<file path="src/adc_ctrl_pkg.sv">
// Constants shared by the converter control block and its clock generator.
// Assumes a 100 MHz APB clock.
`default_nettype none
package adc_ctrl_pkg;
    localparam logic [11:0] ctrl0_offset = 12'h000;
    localparam logic [11:0] ctrl1_offset = 12'h004;
    localparam logic [11:0] result_offset = 12'h008;
    localparam logic [11:0] analog_offset = 12'h00c;
    localparam int on_bit = 0;
    localparam int go_bit = 1;
    localparam int chan_lsb = 2;
    localparam int clksel_lsb = 4;
    localparam int ref_lsb = 0;
    localparam logic [7:0] ctrl0_reset = 8'h00;
    localparam logic [7:0] ctrl1_reset = 8'h00;
    localparam logic [7:0] ctrl0_mask = 8'h3f;
    localparam logic [7:0] ctrl1_mask = 8'h73;
    localparam logic [2:0] clk_fosc4 = 3'h4;
    localparam logic [2:0] clk_fosc16 = 3'h5;
    localparam logic [2:0] clk_fosc64 = 3'h6;
    localparam logic [2:0] clk_rc = 3'h7;
    localparam logic [1:0] ref_ext = 2'h2;
    localparam logic [1:0] ref_fixed = 2'h3;
    localparam logic [3:0] chan_reserved = 4'he;
    localparam logic [3:0] chan_fixed = 4'hf;
    localparam int conv_steps = 256;
    localparam int bits_per_conv = 8;
    localparam int conv_extra_tad = 3;
    localparam int settle_cycles = 4;
    localparam int clk_mhz = 100;
    localparam int fosc2_cycles = 2;
endpackage : adc_ctrl_pkg
`default_nettype wire

</file>
<file path="src/adc_tad_if.sv">
// Conversion clock tick carrier between sequencer and clock generator.
// Assumes one pclk domain.
`default_nettype none
interface adc_tad_if;
    logic [2:0] clock_select;
    logic run;
    logic tick;
    modport gen (input clock_select, input run, output tick);
    modport use_side (output clock_select, output run, input tick);
endinterface : adc_tad_if
`default_nettype wire

</file>
<file path="src/adc_control_result_regs.sv">
// Converter control and result registers behind an APB slave.
// Assumes the analog front end answers comparator per bit trial.
// Function
// (RULE1) Clock select bits 6-4: 100 system clock over four, 111 RC oscillator
// (RULE2) On completion the 8-bit outcome is written to the result register
// (RULE3) Software waits a full acquisition time after channel change before starting
// (RULE4) Hold capacitor is never discharged after a conversion
// (RULE5) Result undefined after power-on reset, kept over other resets
// (RULE6) Conversion resolves 256 steps, eight successive bit trials
// (RULE7) Reference select: 0x supply, 10 external pin, 11 internal fixed
// (RULE8) Setting go starts conversion; hardware clears it on completion
// (RULE9) Channel select 0-13 inputs, 1110 reserved, 1111 fixed reference
// (RULE10) Enable bit clear disables converter and its current
`default_nettype none
module adc_control_result_regs (
    input wire logic pclk,
    input wire logic presetn,
    input wire logic por_n,
    input wire logic psel,
    input wire logic penable,
    input wire logic pwrite,
    input wire logic [11:0] paddr,
    input wire logic [31:0] pwdata,
    input wire logic [3:0] pstrb,
    output logic [31:0] prdata,
    output logic pready,
    output logic pslverr,
    input wire logic rc_clock,
    input wire logic comparator,
    output logic converter_on,
    output logic [3:0] channel_select,
    output logic fixed_reference_channel,
    output logic [1:0] reference_select,
    output logic sample,
    output logic hold_discharge,
    output logic [7:0] dac_code,
    output logic conversion_done_flag
);
    typedef enum {idle, convert, finish} phase_t;
    typedef struct packed {
        logic [7:0] ctrl0;
        logic [7:0] ctrl1;
        phase_t phase;
        logic [3:0] bit_count;
        logic [7:0] trial;
        logic [31:0] rdata;
        logic ready;
        logic err;
        logic done;
        logic [2:0] cmp_sync;
        logic [2:0] settle;
        logic pending;
    } core_state_t;
    core_state_t st_reg;
    core_state_t st_next;
    logic [7:0] result_reg;
    logic [7:0] result_next;
    logic result_load;
    logic access;
    logic wr;

    adc_tad_if tad ();

    adc_tad_gen u_tad (
        .pclk(pclk),
        .presetn(presetn),
        .rc_clock(rc_clock),
        .tad(tad)
    );

    function automatic logic hit(input logic [11:0] a, input logic [11:0] o);
        hit = (a[11:2] == o[11:2]);
    endfunction : hit

    ////////////////////////////////////////////////////////////////////////////
    always_comb begin
        st_next = st_reg;
        result_next = result_reg;
        result_load = 1'b0;
        st_next.ready = 1'b0;
        st_next.err = 1'b0;
        st_next.done = 1'b0;
        st_next.cmp_sync = {st_reg.cmp_sync[1:0], comparator};
        access = psel & penable & ~st_reg.ready;
        wr = psel & penable & st_reg.ready & pwrite & pstrb[0];
        if (access) begin
            st_next.ready = 1'b1;
            st_next.rdata = 32'h0;
            if (hit(paddr, adc_ctrl_pkg::ctrl0_offset)) begin
                st_next.rdata = {24'h0, st_reg.ctrl0};
            end else if (hit(paddr, adc_ctrl_pkg::ctrl1_offset)) begin
                st_next.rdata = {24'h0, st_reg.ctrl1};
            end else if (hit(paddr, adc_ctrl_pkg::result_offset)) begin
                st_next.rdata = {24'h0, result_reg};
            end else if (hit(paddr, adc_ctrl_pkg::analog_offset)) begin
                st_next.rdata = {24'h0, st_reg.trial};
            end else begin
                st_next.err = 1'b1;
            end
        end
        // Writes land on the edge that sees pready high
        if (wr) begin
            if (hit(paddr, adc_ctrl_pkg::ctrl0_offset)) begin
                st_next.ctrl0 = pwdata[7:0] & adc_ctrl_pkg::ctrl0_mask;
                if (st_reg.phase != idle) begin
                    st_next.ctrl0[adc_ctrl_pkg::go_bit] = pwdata[adc_ctrl_pkg::go_bit];
                end else if (!pwdata[adc_ctrl_pkg::on_bit]) begin
                    st_next.ctrl0[adc_ctrl_pkg::go_bit] = 1'b0; // (RULE10)
                end
            end else if (hit(paddr, adc_ctrl_pkg::ctrl1_offset)) begin
                st_next.ctrl1 = pwdata[7:0] & adc_ctrl_pkg::ctrl1_mask; // (RULE1) (RULE7)
            end else if (hit(paddr, adc_ctrl_pkg::result_offset)) begin
                result_next = pwdata[7:0];
                result_load = 1'b1;
            end
        end
        unique case (st_reg.phase)
            idle: begin
                if (st_reg.ctrl0[adc_ctrl_pkg::go_bit] & st_reg.ctrl0[adc_ctrl_pkg::on_bit]) begin
                    st_next.phase = convert; // (RULE8)
                    st_next.bit_count = 4'd0;
                    st_next.trial = 8'h80;
                    st_next.settle = 3'd0;
                    st_next.pending = 1'b0;
                end else if (!st_reg.ctrl0[adc_ctrl_pkg::on_bit]) begin
                    st_next.ctrl0[adc_ctrl_pkg::go_bit] = 1'b0; // (RULE10)
                end
            end
            convert: begin
                if (st_reg.settle != 3'(adc_ctrl_pkg::settle_cycles)) begin
                    st_next.settle = st_reg.settle + 3'd1;
                end
                if (tad.tick) begin
                    st_next.pending = 1'b1;
                end
                if (!st_reg.ctrl0[adc_ctrl_pkg::on_bit] ||
                    !st_next.ctrl0[adc_ctrl_pkg::go_bit]) begin
                    st_next.phase = idle; // (RULE10)
                    st_next.ctrl0[adc_ctrl_pkg::go_bit] = 1'b0;
                end else if ((tad.tick || st_reg.pending) &&
                             st_reg.settle == 3'(adc_ctrl_pkg::settle_cycles)) begin
                    // Wait until the synced comparator reflects this trial
                    st_next.pending = 1'b0;
                    st_next.settle = 3'd0;
                    // Successive approximation over 256 steps
                    st_next.trial = st_reg.trial; // (RULE6)
                    if (!st_reg.cmp_sync[2] && !st_reg.cmp_sync[1]) begin
                        st_next.trial[7 - st_reg.bit_count[2:0]] = 1'b0;
                    end
                    if (st_reg.bit_count[2:0] != 3'd7) begin
                        st_next.trial[6 - st_reg.bit_count[2:0]] = 1'b1;
                    end
                    st_next.bit_count = st_reg.bit_count + 4'd1;
                    if (st_reg.bit_count == 4'(adc_ctrl_pkg::bits_per_conv - 1)) begin
                        st_next.phase = finish;
                    end
                end
            end
            finish: begin
                result_next = st_reg.trial; // (RULE2)
                result_load = 1'b1;
                st_next.ctrl0[adc_ctrl_pkg::go_bit] = 1'b0; // (RULE8)
                st_next.done = 1'b1;
                st_next.phase = idle;
            end
        endcase
        tad.clock_select = st_reg.ctrl1[adc_ctrl_pkg::clksel_lsb +: 3];
        tad.run = (st_reg.phase == convert);
    end

    ////////////////////////////////////////////////////////////////////////////
    always_ff @(posedge pclk or negedge presetn) begin
        if (!presetn) begin
            st_reg <= '0;
            st_reg.ctrl0 <= adc_ctrl_pkg::ctrl0_reset;
            st_reg.ctrl1 <= adc_ctrl_pkg::ctrl1_reset;
            st_reg.phase <= idle;
        end else begin
            st_reg <= st_next;
        end
    end

    // Result sits outside the system reset; only power-on clears it
    always_ff @(posedge pclk or negedge por_n) begin
        if (!por_n) begin
            result_reg <= 8'h00; // (RULE5)
        end else if (result_load) begin
            result_reg <= result_next;
        end
    end

    ////////////////////////////////////////////////////////////////////////////
    always_ff @(posedge pclk or negedge presetn) begin
        if (!presetn) begin
            converter_on <= 1'b0;
            channel_select <= 4'h0;
            fixed_reference_channel <= 1'b0;
            reference_select <= 2'h0;
            sample <= 1'b0;
            hold_discharge <= 1'b0;
            dac_code <= 8'h00;
            conversion_done_flag <= 1'b0;
        end else begin
            converter_on <= st_reg.ctrl0[adc_ctrl_pkg::on_bit]; // (RULE10)
            channel_select <= st_reg.ctrl0[adc_ctrl_pkg::chan_lsb +: 4]; // (RULE9)
            fixed_reference_channel <=
                (st_reg.ctrl0[adc_ctrl_pkg::chan_lsb +: 4] == adc_ctrl_pkg::chan_fixed); // (RULE9)
            reference_select <= st_reg.ctrl1[adc_ctrl_pkg::ref_lsb +: 2]; // (RULE7)
            // Acquisition runs whenever enabled and idle
            sample <= st_reg.ctrl0[adc_ctrl_pkg::on_bit] && (st_reg.phase == idle); // (RULE3)
            hold_discharge <= 1'b0; // (RULE4)
            dac_code <= st_reg.trial;
            conversion_done_flag <= st_reg.done;
        end
    end

    assign prdata = st_reg.rdata;
    assign pready = st_reg.ready;
    assign pslverr = st_reg.err;
endmodule : adc_control_result_regs
`default_nettype wire

</file>
<file path="src/adc_tad_gen.sv">
// Conversion clock tick generator.
// Assumes rc_clock is a raw pin clock, synchronised here.
`default_nettype none
module adc_tad_gen (
    input wire logic pclk,
    input wire logic presetn,
    input wire logic rc_clock,
    adc_tad_if.gen tad
);
    typedef struct packed {
        logic [6:0] div;
        logic [2:0] rc_sync;
        logic rc_level;
        logic tick;
    } gen_state_t;
    gen_state_t st_reg;
    gen_state_t st_next;
    logic [6:0] limit;

    always_comb begin
        st_next = st_reg;
        st_next.tick = 1'b0;
        st_next.rc_sync = {st_reg.rc_sync[1:0], rc_clock};
        unique case (tad.clock_select)
            adc_ctrl_pkg::clk_fosc16: limit = 7'd7;
            adc_ctrl_pkg::clk_fosc64: limit = 7'd31;
            default: limit = 7'd1;
        endcase
        if (!tad.run) begin
            st_next.div = 7'd0;
        end else if (tad.clock_select == adc_ctrl_pkg::clk_rc) begin
            if (st_reg.rc_sync[2] == st_reg.rc_sync[1]) begin
                st_next.rc_level = st_reg.rc_sync[1];
                st_next.tick = st_reg.rc_sync[1] & ~st_reg.rc_level; // (RULE1)
            end
        end else if (st_reg.div >= limit) begin
            st_next.div = 7'd0;
            st_next.tick = 1'b1; // (RULE1)
        end else begin
            st_next.div = st_reg.div + 7'd1;
        end
    end

    always_ff @(posedge pclk or negedge presetn) begin
        if (!presetn) begin
            st_reg <= '0;
        end else begin
            st_reg <= st_next;
        end
    end

    assign tad.tick = st_reg.tick;
endmodule : adc_tad_gen
`default_nettype wire

</file>
<file path="config.mk">
export PLATFORM = sky130hd
export DESIGN_NAME = adc_control_result_regs
export DESIGN_NICKNAME = d
export VERILOG_FILES = /design/src/adc_ctrl_pkg.sv /design/src/adc_tad_if.sv /design/src/adc_control_result_regs.sv /design/src/adc_tad_gen.sv
export SDC_FILE = /design/constraint.sdc
export NUM_CORES = 1
export LEC_CHECK = 0
export ABC_AREA = 1
export BUFFER_PORTS_ARGS = -buffer_cell sky130_fd_sc_hd__buf_2
export CORE_MARGIN = 1.5
export CORE_UTILIZATION = 45
export DETAILED_ROUTE_END_ITERATION = 8
export GPL_ROUTABILITY_DRIVEN = 0
export GPL_TIMING_DRIVEN = 0
export MAX_ROUTING_LAYER = met4
export PLACE_DENSITY = 0.7
export REMOVE_ABC_BUFFERS = 1
export SLEW_MARGIN = 10
export SYNTH_ARGS = -nofsm -noshare
export SYNTH_HDL_FRONTEND = slang
export SYNTH_SLANG_ARGS = --single-unit
</file>
<file path="constraint.sdc">
create_clock -name pclk -period 2.5 [get_ports pclk]
set_input_delay 0.25 -clock pclk [delete_from_list [all_inputs] [get_ports pclk]]
set_output_delay 0.25 -clock pclk [all_outputs]
set_load 0.005 [all_outputs]
</file>
==> results of run 1 <==
-- logic make-up (layout without fill, tap and decap cells) --
group / Yosys count / after routing / share of synthesized area
buffers and inverters: 110 / 139 / 0.1330
other: 1 / 25 / 0.0009000
AND/OR/NAND/NOR: 185 / 185 / 0.2090
XOR/XNOR: 3 / 3 / 0.006307
flip-flops: 81 / 81 / 0.4865
adder cells (fa/ha/maj): 12 / 12 / 0.03604
AO/OA/AOI/OAI: 96 / 96 / 0.1282
-- synth_stat cells --
| master | n |
|---|---|
| nor2_8 | 1 |
| o22a_1 | 2 |
| a31oi_1 | 1 |
| o21ai_1 | 5 |
| nand3_2 | 2 |
| nand2_2 | 4 |
| nor2_4 | 1 |
| nor2_1 | 23 |
| or2_2 | 1 |
| clkbuf_1 | 5 |
| a31o_2 | 1 |
| buf_4 | 34 |
| nand3_4 | 1 |
| nor4_1 | 1 |
| xor2_1 | 2 |
| buf_6 | 1 |
| clkinv_1 | 1 |
| a21oi_1 | 18 |
| buf_2 | 5 |
| o31ai_1 | 1 |
| nand4_2 | 1 |
| a211oi_1 | 1 |
| o221ai_1 | 2 |
| nor2_2 | 4 |
| o21ai_0 | 51 |
| ha_1 | 12 |
| nand2_1 | 100 |
| o211ai_1 | 6 |
| conb_1 | 1 |
| o22ai_1 | 5 |
| nand2_4 | 2 |
| dfrtp_1 | 81 |
| a22oi_1 | 1 |
| inv_1 | 63 |
| nand4_1 | 17 |
| o21a_1 | 2 |
| xnor2_1 | 1 |
| nand3_1 | 20 |
| nor3_1 | 6 |
| inv_2 | 1 |
| and3_1 | 1 |
-- repair_timing --
item | in CTS | in global routing
buffers inserted | 0 | 0
setup endpoints to repair | 0 | 15
hold endpoints to repair | 34 | 0
gates resized for setup | 0 | 2
hold buffers | 4 | 0
-- routing by layer --
metal	wire length, um	global-route usage	vias to the layer above
met5	0	-	-
met1	3674	0.2182	1541
met3	393	0.03303	22
li1	-	-	1637
met2	4110	0.2877	110
met4	242	0.08884	0
-- final cells by class --
cell class / count / area share
timing repair buffer: 59 / 0.07337
tap: 108 / 0.02913
multi-input combinational: 321 / 0.3626
sequential: 81 / 0.4370
inverter: 65 / 0.05260
clock inverter: 3 / 0.01403
clock buffer: 12 / 0.03129
-- worst min path at each step --
stage / from / endpoint / cells after the start
global placement: por_n / result_reg[5]$_DFFE_PN0P_ / 1
detailed placement: por_n / result_reg[5]$_DFFE_PN0P_ / 1
finish: pwdata[2] / st_reg[96]$_DFFE_PN0P_ / 3
global route: pwdata[2] / st_reg[96]$_DFFE_PN0P_ / 3
floorplan: presetn / channel_select[0]$_DFF_PN0_ / 0
CTS: pwdata[2] / st_reg[96]$_DFFE_PN0P_ / 3
-- metrics by stage --
stage / hold slack (ns) / util / power [mW] / cell area, sq um / setup WS, ns
after global routing: 0.1900 / 0.5242 / 2.556 / 4638 / 0.1677
after detailed placement: 0.1189 / 0.4952 / 1.462 / 4382 / 0.1245
after floorplan: -0.04559 / - / 1.393 / 3946 / 0.6036
final: 0.1669 / 0.5242 / 2.466 / 4638 / 0.3647
after CTS: 0.1589 / 0.5235 / 2.490 / 4632 / 0.08694
after global placement: 0.1154 / 0.4918 / 1.453 / 4352 / 0.1251
-- worst max-delay path: stages (launching register included) --
cell,delay [ns]
dfrtp_1,0.38
inv_1,0.10
ha_2,0.39
inv_1,0.32
a21oi_1,0.42
nand2_1,0.11
xor2_1,0.15
inv_1,0.05
nand2_1,0.07
inv_2,0.04
-- power by group through the flow --
stage,Combinational [mW],Sequential (mW),Clock (mW)
floorplan,0.0399,1.35,0
global placement,0.101,1.35,0
detailed placement,0.109,1.35,0
CTS,0.114,1.33,1.05
global route,0.128,1.33,1.10
finish,0.112,1.33,1.03
==> flow_results.xml, run 1 <==
<?xml version="1.0" encoding="UTF-8"?>
<metrics>
  <group name="sta">
    <metric name="timing.fmax" unit="GHz">0.4683</metric>
    <metric name="worst_slew_margin_relative_to_its_limit" unit="">0.5760</metric>
    <metric name="final_max_slew_viol_count" unit="">0</metric>
    <metric name="report.final.hold_viol_count" unit="">0</metric>
    <metric name="tns" unit="ns">0</metric>
    <metric name="worst-slew-pin-transition" unit="ns">0.6353</metric>
    <metric name="setup_repair_after_global_routing_missed_its_margin" unit="">false</metric>
    <metric name="final.min_clock_period" unit="ns">2.135</metric>
    <metric name="final_period_utilization" unit="">0.8541</metric>
    <metric name="final-setup-viol-count" unit="">0</metric>
    <metric name="fin_worst_skew" unit="ns">0.008428</metric>
  </group>
  <group name="final_layout">
    <metric name="multi_input_comb_area" unit="sq mm">0.001682</metric>
    <metric name="final_cells" unit="">649</metric>
    <metric name="most_common_cell_after_layout_fill_and_taps_aside" unit="">nand2_1</metric>
    <metric name="register_area" unit="sq mm">0.002027</metric>
    <metric name="synthToLayoutAreaGrowth" unit="%">11.32</metric>
    <metric name="largest_register_ff_count" unit="">31</metric>
    <metric name="diodes" unit="">0</metric>
    <metric name="finalNetCount" unit="">605</metric>
    <metric name="filler_cell_count" unit="">833</metric>
    <metric name="post_route_cells_drive_above_1_share" unit="">0.1645</metric>
    <metric name="layout_common_cells" unit="">100 x nand2_1, 81 x dfrtp_1, 63 x inv_1</metric>
  </group>
  <group name="routing">
    <metric name="route.detailed.drc" unit="">0</metric>
    <metric name="drt_iter0_drc" unit="">159</metric>
    <metric name="drtPass1Iterations" unit="">4</metric>
    <metric name="vias_per_cell" unit="">5.100</metric>
    <metric name="antenna_left" unit="">0</metric>
    <metric name="postRouteWirelength" unit="um">8420</metric>
    <metric name="vias" unit="">3310</metric>
    <metric name="routedWlPerCell" unit="um">12.97</metric>
  </group>
  <group name="pwr">
    <metric name="clockPowerShare" unit="">0.417</metric>
    <metric name="switching_share" unit="">0.2113</metric>
    <metric name="leakagePower" unit="nW">2.357</metric>
    <metric name="vdd_drop_max" unit="mV">0.2633</metric>
    <metric name="internal-power" unit="mW">1.945</metric>
    <metric name="combPwrFrac" unit="">0.046</metric>
    <metric name="seq_power_share" unit="">0.538</metric>
    <metric name="total_switching_power" unit="mW">0.5211</metric>
    <metric name="power_density" unit="mW/mm^2">531.7</metric>
  </group>
  <group name="synthesis">
    <metric name="syn-mean-instance-area" unit="sq um">8.538</metric>
    <metric name="synth_cells" unit="">488</metric>
    <metric name="post_synth_num_cell_types" unit="">41</metric>
    <metric name="synth_seq_area_share" unit="">0.4865</metric>
    <metric name="syn_area" unit="sq mm">0.004166</metric>
    <metric name="ys_seq_elements" unit="">81</metric>
    <metric name="synth.top_cells.by_area" unit="">dfrtp_1 49%, nand2_1 9.0%, o21ai_0 6.1%, buf_4 6.1%, inv_1 5.7%</metric>
    <metric name="synth.top_cell.area_share" unit="">0.4865</metric>
    <metric name="yosys_warnings" unit="">0</metric>
    <metric name="leading_area_contributor_after_synthesis" unit="">dfrtp_1</metric>
  </group>
  <group name="critical_path">
    <metric name="crit-reg2reg-launch" unit="">st_reg[55]$_DFFE_PN0P_</metric>
    <metric name="worst_r2r_endpoint" unit="">st_reg[1]$_DFFE_PN0P_</metric>
    <metric name="cp_max_fo" unit="">16</metric>
    <metric name="worstSetupPathType" unit="">flop to flop</metric>
    <metric name="critPathLaunch" unit="">st_reg[55]$_DFFE_PN0P_</metric>
    <metric name="startpoint_type" unit="">flop</metric>
    <metric name="capture_point_of_the_worst_path" unit="">st_reg[1]$_DFFE_PN0P_</metric>
    <metric name="setup.worst_path.end_class" unit="">flop</metric>
    <metric name="reg2reg_setup_slack" unit="ns">0.36</metric>
    <metric name="crit_arrival" unit="ns">2.38</metric>
    <metric name="worst_ep_required_time" unit="ns">2.74</metric>
    <metric name="reg2reg_depth" unit="">9</metric>
  </group>
  <group name="clocking">
    <metric name="cts.reportedPaths.clkPinSlew" unit="ns">0.08</metric>
    <metric name="tritoncts" unit="">built</metric>
    <metric name="cts-root-to-sink-buffers" unit="">2</metric>
    <metric name="root_buffer" unit="">clkbuf_8</metric>
    <metric name="cts_buffers" unit="">9</metric>
    <metric name="clock-sinks" unit="">81</metric>
    <metric name="clk_latency" unit="ns">0.35</metric>
    <metric name="htree_levels" unit="">3</metric>
  </group>
  <group name="job">
    <metric name="maxCapViolations" unit="">0</metric>
  </group>
  <group name="die">
    <metric name="placementRows" unit="">34</metric>
    <metric name="design.core.area" unit="sq mm">0.008848</metric>
    <metric name="design.portCount" unit="">109</metric>
    <metric name="chipHeight" unit="um">99.23</metric>
    <metric name="dieWidth" unit="um">99.23</metric>
    <metric name="floorplan.die_area" unit="sq mm">0.009846</metric>
    <metric name="start_util" unit="">0.4709</metric>
  </group>
  <group name="global_routing">
    <metric name="initial_antenna_violation_count" unit="">0</metric>
    <metric name="global_route_wire_length_before_repair" unit="um">13690</metric>
    <metric name="vias_in_the_first_global_route" unit="">3010</metric>
    <metric name="total_gr_overflow" unit="">0</metric>
    <metric name="grt_max_degree" unit="">50</metric>
    <metric name="groute.usage.overall" unit="">0.1792</metric>
  </group>
  <group name="outcome">
    <metric name="status" unit="">finished, final reports clean</metric>
  </group>
  <group name="placement">
    <metric name="dp_cells" unit="">630</metric>
    <metric name="dp_hpwl" unit="um">6185</metric>
    <metric name="io_buffers" unit="">54</metric>
  </group>
  <group name="worst_hold_path">
    <metric name="hold_class" unit="">input pin to flop</metric>
  </group>
</metrics>
No activity file was read; power rests on OpenSTA's default activity.
==> inputs of run 2 (changes only) <==
--- a/config.mk
+++ b/config.mk
@@ -5,7 +5,7 @@
 export SDC_FILE = /design/constraint.sdc
 export NUM_CORES = 1
 export LEC_CHECK = 0
-export ABC_AREA = 1
+export ABC_AREA = 0
 export BUFFER_PORTS_ARGS = -buffer_cell sky130_fd_sc_hd__buf_2
 export CORE_MARGIN = 1.5
 export CORE_UTILIZATION = 45
==> run 2 against run 1 <==
Synthesized area shrank 4.6%; clock power shrank 5%; die area down 4.5%; highest routed layer unchanged; fmax is 8.2% lower; non-clock buffer count grew 4; largest power group unchanged; clock skew increased by 0.0064 ns; register-to-register slack got worse by 0.19 ns; wire length fell by 3.9%; largest cell class unchanged; count of clock-buffer cells in the layout shrank 3.
==> flow_results.xml, run 2 <==
<?xml version="1.0" encoding="UTF-8"?>
<metrics>
  <group name="outcome">
    <metric name="status" unit="">finished, final reports clean</metric>
  </group>
  <group name="synthesis">
    <metric name="post_synth_xor_area_fraction" unit="">0.004407</metric>
    <metric name="synth_top_family_by_area" unit="">simple AND/OR/NAND/NOR gates</metric>
    <metric name="yosys_warnings" unit="">0</metric>
    <metric name="synth-async-reset-ratio" unit="">1.000</metric>
    <metric name="ys_dominant_reg_cell" unit="">dfrtp_1</metric>
    <metric name="leading_area_contributor_after_synthesis" unit="">dfrtp_1</metric>
    <metric name="synth_simple_gate_area_frac" unit="">0.1489</metric>
    <metric name="synth.top_cells.by_area" unit="">dfrtp_1 51%, buf_4 6.2%, ha_1 3.8%, nand2_1 3.8%, mux2_2 3.7%</metric>
    <metric name="post-synth-top-count-cell" unit="">dfrtp_1</metric>
    <metric name="synth_seq_area_share" unit="">0.5099</metric>
    <metric name="synth_edf_count" unit="">0</metric>
    <metric name="synth_cells" unit="">363</metric>
    <metric name="synthAdderAreaFrac" unit="">0.03777</metric>
    <metric name="synth.area.mux_share" unit="">0.09474</metric>
    <metric name="post_synth_num_cell_types" unit="">63</metric>
    <metric name="syn_area" unit="sq mm">0.003975</metric>
    <metric name="synth.cells.most_frequent" unit="">81 x dfrtp_1, 40 x nand2_1, 33 x buf_4</metric>
    <metric name="syn-mean-instance-area" unit="sq um">10.95</metric>
    <metric name="compound_gate_portion_of_the_synthesized_area" unit="">0.1180</metric>
    <metric name="ys_seq_elements" unit="">81</metric>
    <metric name="synth.top_cell.area_share" unit="">0.5099</metric>
  </group>
  <group name="sta">
    <metric name="worst-slew-pin-transition" unit="ns">0.7334</metric>
    <metric name="worst_slew_margin_relative_to_its_limit" unit="">0.5073</metric>
    <metric name="fin_worst_skew" unit="ns">0.01484</metric>
    <metric name="setup_repair_after_global_routing_missed_its_margin" unit="">false</metric>
    <metric name="final_period_utilization" unit="">0.9301</metric>
    <metric name="timing.fmax" unit="GHz">0.4301</metric>
    <metric name="final_max_slew_viol_count" unit="">0</metric>
    <metric name="fin_hold_ws" unit="ns">0.1287</metric>
    <metric name="report.final.hold_viol_count" unit="">0</metric>
    <metric name="final.min_clock_period" unit="ns">2.325</metric>
    <metric name="final-setup-viol-count" unit="">0</metric>
  </group>
  <group name="pwr">
    <metric name="fin_total_pwr" unit="mW">2.405</metric>
    <metric name="leakagePower" unit="nW">2.184</metric>
    <metric name="seq_power_share" unit="">0.549</metric>
    <metric name="clockPowerShare" unit="">0.408</metric>
    <metric name="total_switching_power" unit="mW">0.5807</metric>
    <metric name="internal-power" unit="mW">1.825</metric>
    <metric name="switching_share" unit="">0.2414</metric>
    <metric name="vdd_drop_max" unit="mV">0.1995</metric>
    <metric name="power_density" unit="mW/mm^2">533.4</metric>
    <metric name="combPwrFrac" unit="">0.043</metric>
  </group>
  <group name="final_layout">
    <metric name="largest_register_ff_count" unit="">31</metric>
    <metric name="finalNetCount" unit="">486</metric>
    <metric name="filler_cell_count" unit="">788</metric>
    <metric name="postLayoutCellArea" unit="sq mm">0.004509</metric>
    <metric name="synthToLayoutAreaGrowth" unit="%">13.44</metric>
    <metric name="post_route_cells_drive_above_1_share" unit="">0.2506</metric>
    <metric name="most_common_cell_after_layout_fill_and_taps_aside" unit="">dfrtp_1</metric>
    <metric name="layout_common_cells" unit="">81 x dfrtp_1, 53 x buf_2, 40 x nand2_1</metric>
    <metric name="diodes" unit="">0</metric>
  </group>
  <group name="critical_path">
    <metric name="cp.buffers_inverters" unit="">0</metric>
    <metric name="critical-path-max-stage-delay" unit="ns">0.48</metric>
    <metric name="reg2reg_setup_slack" unit="ns">0.17</metric>
    <metric name="timing.critical_path.cells" unit="">xor2_1 -&gt; nand2_1 -&gt; ha_1 -&gt; a21o_1 -&gt; a211oi_1 -&gt; o21ai_1 -&gt; nor2_1 -&gt; a221o_1</metric>
    <metric name="worst_ep_required_time" unit="ns">2.75</metric>
    <metric name="critPathLaunch" unit="">st_reg[91]$_DFFE_PN0P_</metric>
    <metric name="critical-path-top-delay-family" unit="">compound AO/OA/AOI/OAI gates</metric>
    <metric name="reg2reg_depth" unit="">8</metric>
    <metric name="worstSetupPathType" unit="">flop to flop</metric>
    <metric name="worst_r2r_endpoint" unit="">u_tad.st_reg[9]$_DFFE_PN0P_</metric>
    <metric name="startpoint_type" unit="">flop</metric>
    <metric name="setup.worst_path.end_class" unit="">flop</metric>
    <metric name="worst_path_max_delay_cell" unit="">o21ai_1</metric>
    <metric name="crit-reg2reg-launch" unit="">st_reg[91]$_DFFE_PN0P_</metric>
    <metric name="cp_max_fo" unit="">8</metric>
    <metric name="crit_arrival" unit="ns">2.58</metric>
  </group>
  <group name="routing">
    <metric name="postRouteWirelength" unit="um">8094</metric>
    <metric name="route.detailed.drc" unit="">0</metric>
    <metric name="vias_per_cell" unit="">5.397</metric>
    <metric name="antenna_left" unit="">0</metric>
    <metric name="routedWlPerCell" unit="um">15.24</metric>
    <metric name="vias" unit="">2866</metric>
    <metric name="drt_iter0_drc" unit="">138</metric>
    <metric name="drtPass1Iterations" unit="">4</metric>
  </group>
  <group name="worst_hold_path">
    <metric name="hold_start" unit="">pwdata[3]</metric>
    <metric name="worst_hold_path.endpoint" unit="">st_reg[97]$_DFFE_PN0P_</metric>
    <metric name="min_delay_path_depth" unit="">2</metric>
    <metric name="hold_class" unit="">input pin to flop</metric>
  </group>
  <group name="global_routing">
    <metric name="global_route_wire_length_before_repair" unit="um">13590</metric>
    <metric name="initial_antenna_violation_count" unit="">0</metric>
    <metric name="vias_in_the_first_global_route" unit="">2727</metric>
    <metric name="groute.usage.overall" unit="">0.1868</metric>
    <metric name="total_gr_overflow" unit="">0</metric>
    <metric name="grt_max_degree" unit="">51</metric>
  </group>
  <group name="clocking">
    <metric name="tritoncts" unit="">built</metric>
    <metric name="clock-sinks" unit="">81</metric>
    <metric name="clk_latency" unit="ns">0.37</metric>
    <metric name="cts_buffers" unit="">9</metric>
    <metric name="htree_levels" unit="">3</metric>
    <metric name="cts-root-to-sink-buffers" unit="">2</metric>
    <metric name="root_buffer" unit="">clkbuf_8</metric>
    <metric name="cts.reportedPaths.clkPinSlew" unit="ns">0.09</metric>
  </group>
  <group name="die">
    <metric name="chipHeight" unit="um">96.99</metric>
    <metric name="placementRows" unit="">34</metric>
    <metric name="floorplan.die_area" unit="sq mm">0.009406</metric>
    <metric name="design.portCount" unit="">109</metric>
    <metric name="dieWidth" unit="um">96.99</metric>
    <metric name="design.core.area" unit="sq mm">0.008636</metric>
    <metric name="start_util" unit="">0.4603</metric>
  </group>
  <group name="placement">
    <metric name="io_buffers" unit="">54</metric>
    <metric name="placed_cell_area" unit="sq mm">0.004214</metric>
    <metric name="dp_hpwl" unit="um">5864</metric>
  </group>
  <group name="job">
    <metric name="maxCapViolations" unit="">0</metric>
  </group>
</metrics>
[run 2: power by group through the flow]
stage	clock network [mW]	registers (mW)	logic, mW
final	0.981	1.32	0.104
after global routing	1.06	1.32	0.118
after CTS	0.999	1.32	0.106
after detailed placement	0	1.35	0.101
after global placement	0	1.35	0.0929
after floorplan	0	1.35	0.0320
[run 2: metrics by stage]
| stage | setup TNS, ns | std cells | util | worst slack [ns] |
|---|---|---|---|---|
| 2_1_floorplan | 0 | 344 | - | 0.08466 |
| 3_5_place_dp | -6.166 | 507 | 0.4880 | -0.5022 |
| 5_1_grt | 0 | 531 | 0.5222 | 0.01246 |
| 4_1_cts | 0 | 527 | 0.5168 | 0.04416 |
| 6_report | 0 | 531 | 0.5222 | 0.1747 |
| 3_3_place_gp | -5.747 | 506 | 0.4845 | -0.4642 |
[run 2: worst max path at each step]
stage	to	slack (ns)	cells past startpoint
2_1_floorplan	st_reg[53]$_DFFE_PN0P_	0.08	5
3_3_place_gp	st_reg[47]$_DFFE_PN0P_	-0.46	6
3_5_place_dp	st_reg[53]$_DFFE_PN0P_	-0.50	6
4_1_cts	st_reg[53]$_DFFE_PN0P_	0.04	6
5_1_grt	u_tad.st_reg[9]$_DFFE_PN0P_	0.01	8
6_report	u_tad.st_reg[9]$_DFFE_PN0P_	0.17	8
[run 2: timing repair]
item / 4_1_cts / 5_1_grt
setup endpoints to repair: 11 / 7
pin swaps: 0 / 1
endpoints found under the hold margin: 33 / 0
buffers inserted: 0 / 4
hold buffers: 4 / 0
gates resized for setup: 2 / 1
[run 2: area by class of cell]
type	instances	area (sq um)	share of cell area
clock buffer	9	123.9	0.02747
timing repair buffer	63	370.4	0.08213
clock inverter	7	77.57	0.01720
tap	108	135.1	0.02997
multi-input combinational	249	1723	0.3821
sequential	81	2027	0.4495
inverter	14	52.55	0.01165
[run 2: metal layers]
| layer | GRT usage | share of wire |
|---|---|---|
| met2 | 0.2937 | 0.49 |
| met5 | - | 0 |
| met1 | 0.2353 | 0.44 |
| met4 | 0.07915 | 0.022 |
| met3 | 0.03902 | 0.053 |
[run 2: logic make-up after synthesis]
| logic type | count (synthesis) |
|---|---|
| AOI/OAI and AO/OA | 66 |
| xor gates and xnor gates | 2 |
| adders and majority gates | 12 |
| buffers and inverters | 57 |
| DFF | 81 |
| muxes | 31 |
| other | 1 |
| and+or+nand+nor | 113 |
